==> src/verilog/uhb_pkg.sv <==
// Package: constants and carriers for the UART host bus and modem pin block
package uhb_pkg;
  // ---------------------------------------------------------------
  // Register selects
  // ---------------------------------------------------------------
  localparam logic [2:0] ADDR_DATA  = 3'h0;
  localparam logic [2:0] ADDR_LCTRL = 3'h3;
  localparam logic [2:0] ADDR_MCTRL = 3'h4;
  localparam logic [2:0] ADDR_MSTAT = 3'h6;
  localparam logic [2:0] ADDR_SCR   = 3'h7;
  // ---------------------------------------------------------------
  // Field positions
  // ---------------------------------------------------------------
  localparam int MC_TERM_RDY = 0;
  localparam int MC_REQ_SEND = 1;
  localparam int MC_LOOP     = 4;
  localparam int MS_CTS_DLT  = 0;
  localparam int MS_DSR_DLT  = 1;
  localparam int MS_CTS      = 4;
  localparam int MS_DSR      = 5;
  localparam int LC_LEN_LO   = 0;
  localparam int LC_LEN_HI   = 1;
  // Reset values and all-zero / all-one byte constants
  localparam logic [7:0] MCTRL_RST = 8'h00;
  localparam logic [7:0] LCTRL_RST = 8'h03;
  localparam logic [7:0] ZERO8     = 8'h00;
  localparam logic [7:0] FULL8     = 8'hff;
  // Bus access decoded from the pins
  typedef struct packed {
    logic       rd;
    logic       wr;
    logic [2:0] sel;
    logic [7:0] wdata;
  } uhb_acc_t;
endpackage : uhb_pkg

==> src/verilog/uhb_top.sv <==
// UART host bus port, serial output idle control and modem pins
`timescale 1ns/1ps
module uhb_top (
  input  wire logic       clk_sys,
  input  wire logic       nrst,
  input  wire logic       master_reset,
  input  wire logic       chip_select_a,
  input  wire logic       chip_select_b,
  input  wire logic       chip_select_c_n,
  input  wire logic       read_strobe,
  input  wire logic       read_strobe_n,
  input  wire logic       write_strobe,
  input  wire logic       write_strobe_n,
  input  wire logic [2:0] register_select,
  input  wire logic [7:0] host_data_bus_in,
  output logic      [7:0] host_data_bus_out,
  output logic            host_data_bus_oe,
  input  wire logic       tx_enable,
  input  wire logic       tx_busy,
  input  wire logic       tx_bit,
  input  wire logic       clear_to_send_n,
  input  wire logic       data_set_ready_n,
  output logic            serial_out,
  output logic            term_ready_n,
  output logic            req_send_n,
  output logic      [7:0] tx_data,
  output logic            tx_load,
  input  wire logic [7:0] rx_data
);
  // ---------------------------------------------------------------
  // Pin synchronisers: first stage read only by the second
  // ---------------------------------------------------------------
  logic [10:0] s1, s2, next_s1, next_s2;
  logic [10:0] raw;
  // Address and data take the same two stages, so they stay aligned with the strobes
  logic [10:0] bus_s1, bus_s2, next_bus_s1, next_bus_s2;
  always_comb begin
    raw = {master_reset, chip_select_a, chip_select_b, chip_select_c_n, read_strobe,
           read_strobe_n, write_strobe, write_strobe_n, tx_busy, clear_to_send_n,
           data_set_ready_n};
    next_s1 = raw;
    next_s2 = s1;
    next_bus_s1 = {register_select, host_data_bus_in};
    next_bus_s2 = bus_s1;
  end
  always_ff @(posedge clk_sys) begin
    if (!nrst) begin
      s1 <= 11'h7ff;
      s2 <= 11'h7ff;
      bus_s1 <= 11'h000;
      bus_s2 <= 11'h000;
    end else begin
      s1 <= next_s1;
      s2 <= next_s2;
      bus_s1 <= next_bus_s1;
      bus_s2 <= next_bus_s2;
    end
  end
  logic mr, cs_ok, rd_lvl, wr_lvl, busy, cts_n, dsr_n;
  assign mr     = s2[10];
  assign cs_ok  = s2[9] & s2[8] & ~s2[7];
  // Host ties the unused polarity inactive, so OR of both is safe
  assign rd_lvl = cs_ok & (s2[6] | ~s2[5]);
  assign wr_lvl = cs_ok & (s2[4] | ~s2[3]);
  assign busy   = s2[2];
  assign cts_n  = s2[1];
  assign dsr_n  = s2[0];
  // ---------------------------------------------------------------
  // Access decode: a write acts once on the strobe's leading edge
  // ---------------------------------------------------------------
  logic wr_d, rd_d, next_wr_d, next_rd_d;
  uhb_pkg::uhb_acc_t acc;
  always_comb begin
    acc.rd    = rd_lvl & ~rd_d;
    acc.wr    = wr_lvl & ~wr_d;
    acc.sel   = bus_s2[10:8];
    acc.wdata = bus_s2[7:0];
    next_wr_d = wr_lvl;
    next_rd_d = rd_lvl;
  end
  // ---------------------------------------------------------------
  // Registers
  // ---------------------------------------------------------------
  logic [7:0] mctrl, lctrl, scr, next_mctrl, next_lctrl, next_scr;
  logic       cts_st, dsr_st, cts_dl, dsr_dl;
  logic       next_cts_st, next_dsr_st, next_cts_dl, next_dsr_dl;
  logic [7:0] next_tx_data, mask, next_rdata, next_mstat;
  logic       next_tx_load, next_oe, next_serial_out, loopb;
  function automatic logic [7:0] len_mask(input logic [1:0] len);
    len_mask = uhb_pkg::FULL8 >> (3'h3 - {1'b0, len});          // 5..8 data bits
  endfunction : len_mask
  always_comb begin
    mask        = len_mask(lctrl[uhb_pkg::LC_LEN_HI:uhb_pkg::LC_LEN_LO]);
    loopb       = mctrl[uhb_pkg::MC_LOOP];
    next_mctrl  = mctrl;
    next_lctrl  = lctrl;
    next_scr    = scr;
    next_tx_data = tx_data;
    next_tx_load = 1'b0;
    // Loopback cuts the CTS pin off, so CTS status freezes; DSR status still follows its pin
    next_cts_st = loopb ? cts_st : ~cts_n;
    next_dsr_st = dsr_n ? 1'b0 : 1'b1;
    next_cts_dl = cts_dl;
    next_dsr_dl = dsr_dl;
    if (acc.rd && acc.sel == uhb_pkg::ADDR_MSTAT) begin
      next_cts_dl = 1'b0;
      next_dsr_dl = 1'b0;
    end
    // Set wins over the read clear so no change is lost
    if (next_cts_st != cts_st) next_cts_dl = 1'b1;
    if (next_dsr_st != dsr_st) next_dsr_dl = 1'b1;
    if (acc.wr) begin
      unique case (acc.sel)
        uhb_pkg::ADDR_DATA: begin
          next_tx_data = acc.wdata & mask;
          next_tx_load = 1'b1;
        end
        uhb_pkg::ADDR_LCTRL: next_lctrl = acc.wdata;
        uhb_pkg::ADDR_MCTRL: next_mctrl = acc.wdata;
        uhb_pkg::ADDR_SCR:   next_scr   = acc.wdata;
        default: ;
      endcase
    end
    next_mstat = uhb_pkg::ZERO8;
    next_mstat[uhb_pkg::MS_CTS]     = cts_st;
    next_mstat[uhb_pkg::MS_DSR]     = dsr_st;
    next_mstat[uhb_pkg::MS_CTS_DLT] = cts_dl;
    next_mstat[uhb_pkg::MS_DSR_DLT] = dsr_dl;
    unique case (acc.sel)
      uhb_pkg::ADDR_DATA:  next_rdata = rx_data & mask;
      uhb_pkg::ADDR_LCTRL: next_rdata = lctrl;
      uhb_pkg::ADDR_MCTRL: next_rdata = mctrl;
      uhb_pkg::ADDR_MSTAT: next_rdata = next_mstat;
      uhb_pkg::ADDR_SCR:   next_rdata = scr;
      default:             next_rdata = uhb_pkg::ZERO8;
    endcase
    // Freeze the word at the strobe's start: a status read clears its flags there
    if (!acc.rd) next_rdata = host_data_bus_out;
    next_oe   = rd_lvl;
    // Bit order is the shifter's: tx_bit carries bit 0 first
    next_serial_out = (~tx_enable | mr | ~busy | loopb)
              ? 1'b1 : tx_bit;
  end
  // ---------------------------------------------------------------
  // State registers; master reset acts like the chip reset here
  // ---------------------------------------------------------------
  always_ff @(posedge clk_sys) begin
    if (!nrst || mr) begin
      mctrl <= uhb_pkg::MCTRL_RST;
      lctrl <= uhb_pkg::LCTRL_RST;
      scr   <= uhb_pkg::ZERO8;
      tx_data <= uhb_pkg::ZERO8;
      tx_load <= 1'b0;
      cts_st <= 1'b0;
      dsr_st <= 1'b0;
      cts_dl <= 1'b0;
      dsr_dl <= 1'b0;
      wr_d <= 1'b0;
      rd_d <= 1'b0;
      host_data_bus_out <= uhb_pkg::ZERO8;
      host_data_bus_oe  <= 1'b0;
      serial_out   <= 1'b1;
      term_ready_n <= 1'b1;
      req_send_n   <= 1'b1;
    end else begin
      mctrl <= next_mctrl;
      lctrl <= next_lctrl;
      scr   <= next_scr;
      tx_data <= next_tx_data;
      tx_load <= next_tx_load;
      cts_st <= next_cts_st;
      dsr_st <= next_dsr_st;
      cts_dl <= next_cts_dl;
      dsr_dl <= next_dsr_dl;
      wr_d <= next_wr_d;
      rd_d <= next_rd_d;
      host_data_bus_out <= next_rdata;
      host_data_bus_oe  <= next_oe;
      serial_out   <= next_serial_out;
      term_ready_n <= ~next_mctrl[uhb_pkg::MC_TERM_RDY];
      req_send_n   <= ~next_mctrl[uhb_pkg::MC_REQ_SEND];
    end
  end
  // ---------------------------------------------------------------
  // Checks
  // ---------------------------------------------------------------
  property p_oe_follows_read;
    @(posedge clk_sys) disable iff (!nrst || mr) host_data_bus_oe == $past(rd_lvl);
  endproperty
  a_oe_follows_read: assert property (p_oe_follows_read)
    else $error("bus enable wrong");
  property p_no_cs_no_drive;
    @(posedge clk_sys) disable iff (!nrst || mr) !cs_ok |=> !host_data_bus_oe;
  endproperty
  a_no_cs_no_drive: assert property (p_no_cs_no_drive)
    else $error("drive without select");
  property p_mark_idle;
    @(posedge clk_sys) disable iff (!nrst) (!busy || loopb || !tx_enable) |=> serial_out;
  endproperty
  a_mark_idle: assert property (p_mark_idle) else $error("serial out not mark");
  property p_term_ready;
    @(posedge clk_sys) disable iff (!nrst || mr) term_ready_n == !mctrl[uhb_pkg::MC_TERM_RDY];
  endproperty
  a_term_ready: assert property (p_term_ready) else $error("terminal ready wrong");
  property p_req_send;
    @(posedge clk_sys) disable iff (!nrst) mr |=> req_send_n && term_ready_n;
  endproperty
  a_req_send: assert property (p_req_send) else $error("reset did not raise outputs");
  property p_cts_delta;
    @(posedge clk_sys) disable iff (!nrst || mr) $changed(cts_st) |-> cts_dl;
  endproperty
  a_cts_delta: assert property (p_cts_delta) else $error("cts change lost");
  property p_dsr_delta;
    @(posedge clk_sys) disable iff (!nrst || mr) $changed(dsr_st) |-> dsr_dl;
  endproperty
  a_dsr_delta: assert property (p_dsr_delta) else $error("dsr change lost");
  property p_dsr_state;
    @(posedge clk_sys) disable iff (!nrst || mr) $past(nrst && !mr) |-> dsr_st == !$past(dsr_n);
  endproperty
  a_dsr_state: assert property (p_dsr_state) else $error("dsr state wrong");
  // Data masking, loopback freeze and the live serial path
  property p_short_write;
    @(posedge clk_sys) disable iff (!nrst || mr) tx_load |-> (tx_data & ~mask) == uhb_pkg::ZERO8;
  endproperty
  a_short_write: assert property (p_short_write) else $error("masked bits written");
  property p_cts_loop;
    @(posedge clk_sys) disable iff (!nrst || mr) loopb |=> $stable(cts_st);
  endproperty
  a_cts_loop: assert property (p_cts_loop) else $error("cts moved in loopback");
  property p_serial_out_data;
    @(posedge clk_sys) disable iff (!nrst || mr)
      tx_enable && busy && !loopb && !mr |=> serial_out == $past(tx_bit);
  endproperty
  a_serial_out_data: assert property (p_serial_out_data) else $error("serial bit wrong");
endmodule : uhb_top

==> config.mk <==
export PLATFORM = sky130hd
export DESIGN_NAME = uhb_top
export DESIGN_NICKNAME = d
export VERILOG_FILES = /design/src/verilog/uhb_pkg.sv /design/src/verilog/uhb_top.sv
export SDC_FILE = /design/constraint.sdc
export NUM_CORES = 1
export LEC_CHECK = 0
export ABC_CLOCK_PERIOD_IN_PS = 4100
export BUFFER_PORTS_ARGS = -buffer_cell sky130_fd_sc_hd__buf_2
export CAP_MARGIN = 20
export CORE_ASPECT_RATIO = 1.2
export CORE_MARGIN = 4
export CORE_UTILIZATION = 37
export DETAILED_ROUTE_END_ITERATION = 16
export PLACE_DENSITY = 0.62
export SLEW_MARGIN = 0
export SYNTH_ARGS = -nofsm -noshare
export SYNTH_HDL_FRONTEND = slang
export SYNTH_SLANG_ARGS = --single-unit
==> constraint.sdc <==
create_clock -name clk_sys -period 4.1 [get_ports clk_sys]
set_input_delay 0.82 -clock clk_sys [delete_from_list [all_inputs] [get_ports clk_sys]]
set_output_delay 0.82 -clock clk_sys [all_outputs]
set_load 0.005 [all_outputs]
==> results.yml <==
worst_setup_path:
  r2r-start: "bus_s2[10]"
  worst_r2r_endpoint: "mctrl[1]"
  reg2reg_depth: 4
  regToRegSetupSlack_ns: 1.61
  path_class: "register to register"
  endpoint_kind: "register"
  cp.required_ns: 4.35
  crit_arrival_ns: 2.74
  crit_path_max_fanout: 24
  setup.worst_path.start_class: "register"
sta:
  slew_headroom_pct: 39.52
  worstMarginPinSlew_ns: 0.9059
  rsz0062_at_grt: "no"
  worst_clock_skew_ns: 0.01336
  min_period_over_period_pct: 60.81
  finalMaxSlewViolations: 0
  fmax_mhz: 401.1
  setup_viol_count_final: 0
  worst_slack_ns: 1.607
  hold_viol: 0
  tns_ns: 0
  fin_crit_ns: 2.493
grt:
  grt_max_degree: 46
  overflow: 0
  antenna_found_initial: 0
  grt_pass1_wl_mm: 10.80
  grt_pass1_vias: 2194
  grt_use_total_pct: 13.09
yosys:
  syn_inst: 324
  synth_top_area_share_pct: 56.73
  synth_nets: 358
  synth_area_leaders: "dfxtp_1 57%, nand2b_1 4.9%, and2_1 4.7%"
  synth_edf_count: 0
  ys.flop_type: "dfxtp_1"
  ys_ff_latch: 94
  yosysSeqAreaShare_pct: 56.73
  synth_async_sr_flop_share_pct: 0
  yosys.area.top_type: "dfxtp_1"
  yosys_warnings: 0
  syn-mean-instance-area_um2: 10.24
  syn_area_mm2: 0.003317
  yosys.cell_types.count: 39
die:
  die_h_um: 111.7
  initial_core_util_pct: 38.31
  die_w_um: 94.43
  pin_count: 55
  dieArea_mm2: 0.01055
  rows: 37
  core_mm2: 0.008657
detailed_routing:
  wl_per_cell_um: 13.27
  drcViolationCount: 0
  ant_nets: 0
  routed-via-count: 2320
  drt-met1-wl_mm: 3.036
  wl_met2_mm: 3.065
  highest_layer: "met4"
  postRouteWirelength_mm: 6.584
  drt_iter0_markers: 93
  wl_met3_um: 365
  first_pass_iters: 4
  avgViaCountPerCell: 4.677
power_and_ir_drop:
  power_density_mw_per_mm2: 420.0
  leakage_nw: 1.468
  p_total_mw: 1.635
  p_comb_share_pct: 4.2
  power_frac_seq_pct: 57.9
  internal-power_mw: 1.270
  peakVddDrop_v: 0.0001548
  swShare_pct: 22.34
  p_sw_mw: 0.3653
  pwr-share-clk_pct: 37.9
layout:
  syn_to_final_growth_pct: 17.35
  final_layout_size_suffix_gt1_share_pct: 24.27
  final_net_count: 408
  final_cells: 496
  num-fill-cells: 883
  mostFrequentLayoutCells: "94 x dfxtp_1, 54 x buf_2, 26 x nand2b_1, 25 x and2_1, 21 x nand3_1"
  final_common_cell: "dfxtp_1"
  final_area_mm2: 0.003892
  num_antenna_cells: 0
min_path:
  whs_path_depth: 1
  worstHoldEndpoint: "serial_out"
  hold_path_startpoint: "s2[2]"
  hp-class: "register to register"
placed_design:
  pre_cts_ws_ns: 1.616
  place_inst: 480
  placed_area_mm2: 0.003684
  gp_congestion: 0.7906
  hpwl_mm: 4.668
  portBuffers: 54
clock_tree:
  root_buffer: "clkbuf_8"
  postCtsSetupBuffers: 0
  h-tree-depth: 3
  cts_sinks: 94
  clock_path_buffers: 2
  cts_resized: 0
  clk_pin_slew_ns: 0.10
  cts_hold_buf: 0
  cts_buffers: 9
  clock_latency_ns: 0.36
  cts_tree: "done"
status:
  status: "finished, final reports clean"
run:
  maxCapViolations: 0
==> power groups by stage <==
stage / logic [mW] / registers (mW) / clock network (mW)
6_report: 0.0687 / 0.947 / 0.619
5_1_grt: 0.0780 / 0.951 / 0.676
4_1_cts: 0.0696 / 0.948 / 0.641
3_5_place_dp: 0.0695 / 0.969 / 0
3_3_place_gp: 0.0693 / 0.969 / 0
2_1_floorplan: 0.0494 / 0.960 / 0
==> kinds of logic after synthesis <==
group           synth area share [%]
compound gates                 10.41
xor+xnor                      0.5282
buf+inv                        2.603
flops                          56.73
mux                            6.224
simple gates                   23.50
==> through the flow <==
step / hold WS (ns) / util, %
global route: 0.4179 / 44.96
floorplan: 0.3697 / -
global placement: 0.3754 / 42.55
CTS: 0.4030 / 44.96
detailed placement: 0.3832 / 42.55
finish: 0.3980 / 44.96
==> how the worst max path moves through the flow <==
stage                     from         end  slack (ns)
global placement    bus_s2[10]    mctrl[0]        1.74
CTS                 bus_s2[10]    mctrl[1]        1.62
detailed placement  bus_s2[10]    mctrl[1]        1.62
floorplan                 nrst  tx_data[2]        2.43
global route        bus_s2[10]    mctrl[1]        1.43
finish              bus_s2[10]    mctrl[1]        1.61
==> sequential cells by signal (all words and copies together), names as in the netlist, 8 cells and up <==
name	count
bus_s1	11
bus_s2	11
tx_data	8
mctrl	8
host_data_bus_out	8
next_s2	11
scr	8
lctrl	8
s2	11
==> layout make-up <==
type                       instances  area, um^2  area share (%)
tap                              117       146.4           3.761
timing repair buffer              57       292.8           7.522
multi-input combinational        209        1351           34.72
sequential                        94        1882           48.34
clock inverter                     6       71.32           1.832
clock buffer                      10       137.6           3.536
inverter                           3       11.26          0.2893
==> worst max-delay path, stage by stage (launching register included) <==
cell	delay (ns)
dfxtp_1	0.93
nand2b_1	0.28
nor4_4	0.60
mux2_2	0.42
and2_1	0.15
==> synthesized netlist by cell type (5+ instances only) <==
cell      number
and2_1        25
dfxtp_1       94
mux2i_1       15
nor3_1         5
a21oi_1       10
o21ai_0       18
nor2_2         8
clkbuf_1      13
mux2_2         5
nand3_1       21
nor2_1        10
nand2b_1      26
nand2_1       18
a22o_1         8
nand4_1        5
==> layer usage <==
metal | up-vias | track usage, %
met4 | 0 | 6.262
met3 | 9 | 3.311
met2 | 69 | 20.22
met1 | 1026 | 16.98
met5 | - | 0
li1 | 1216 | -
No activity file was read; power rests on OpenSTA's default activity.
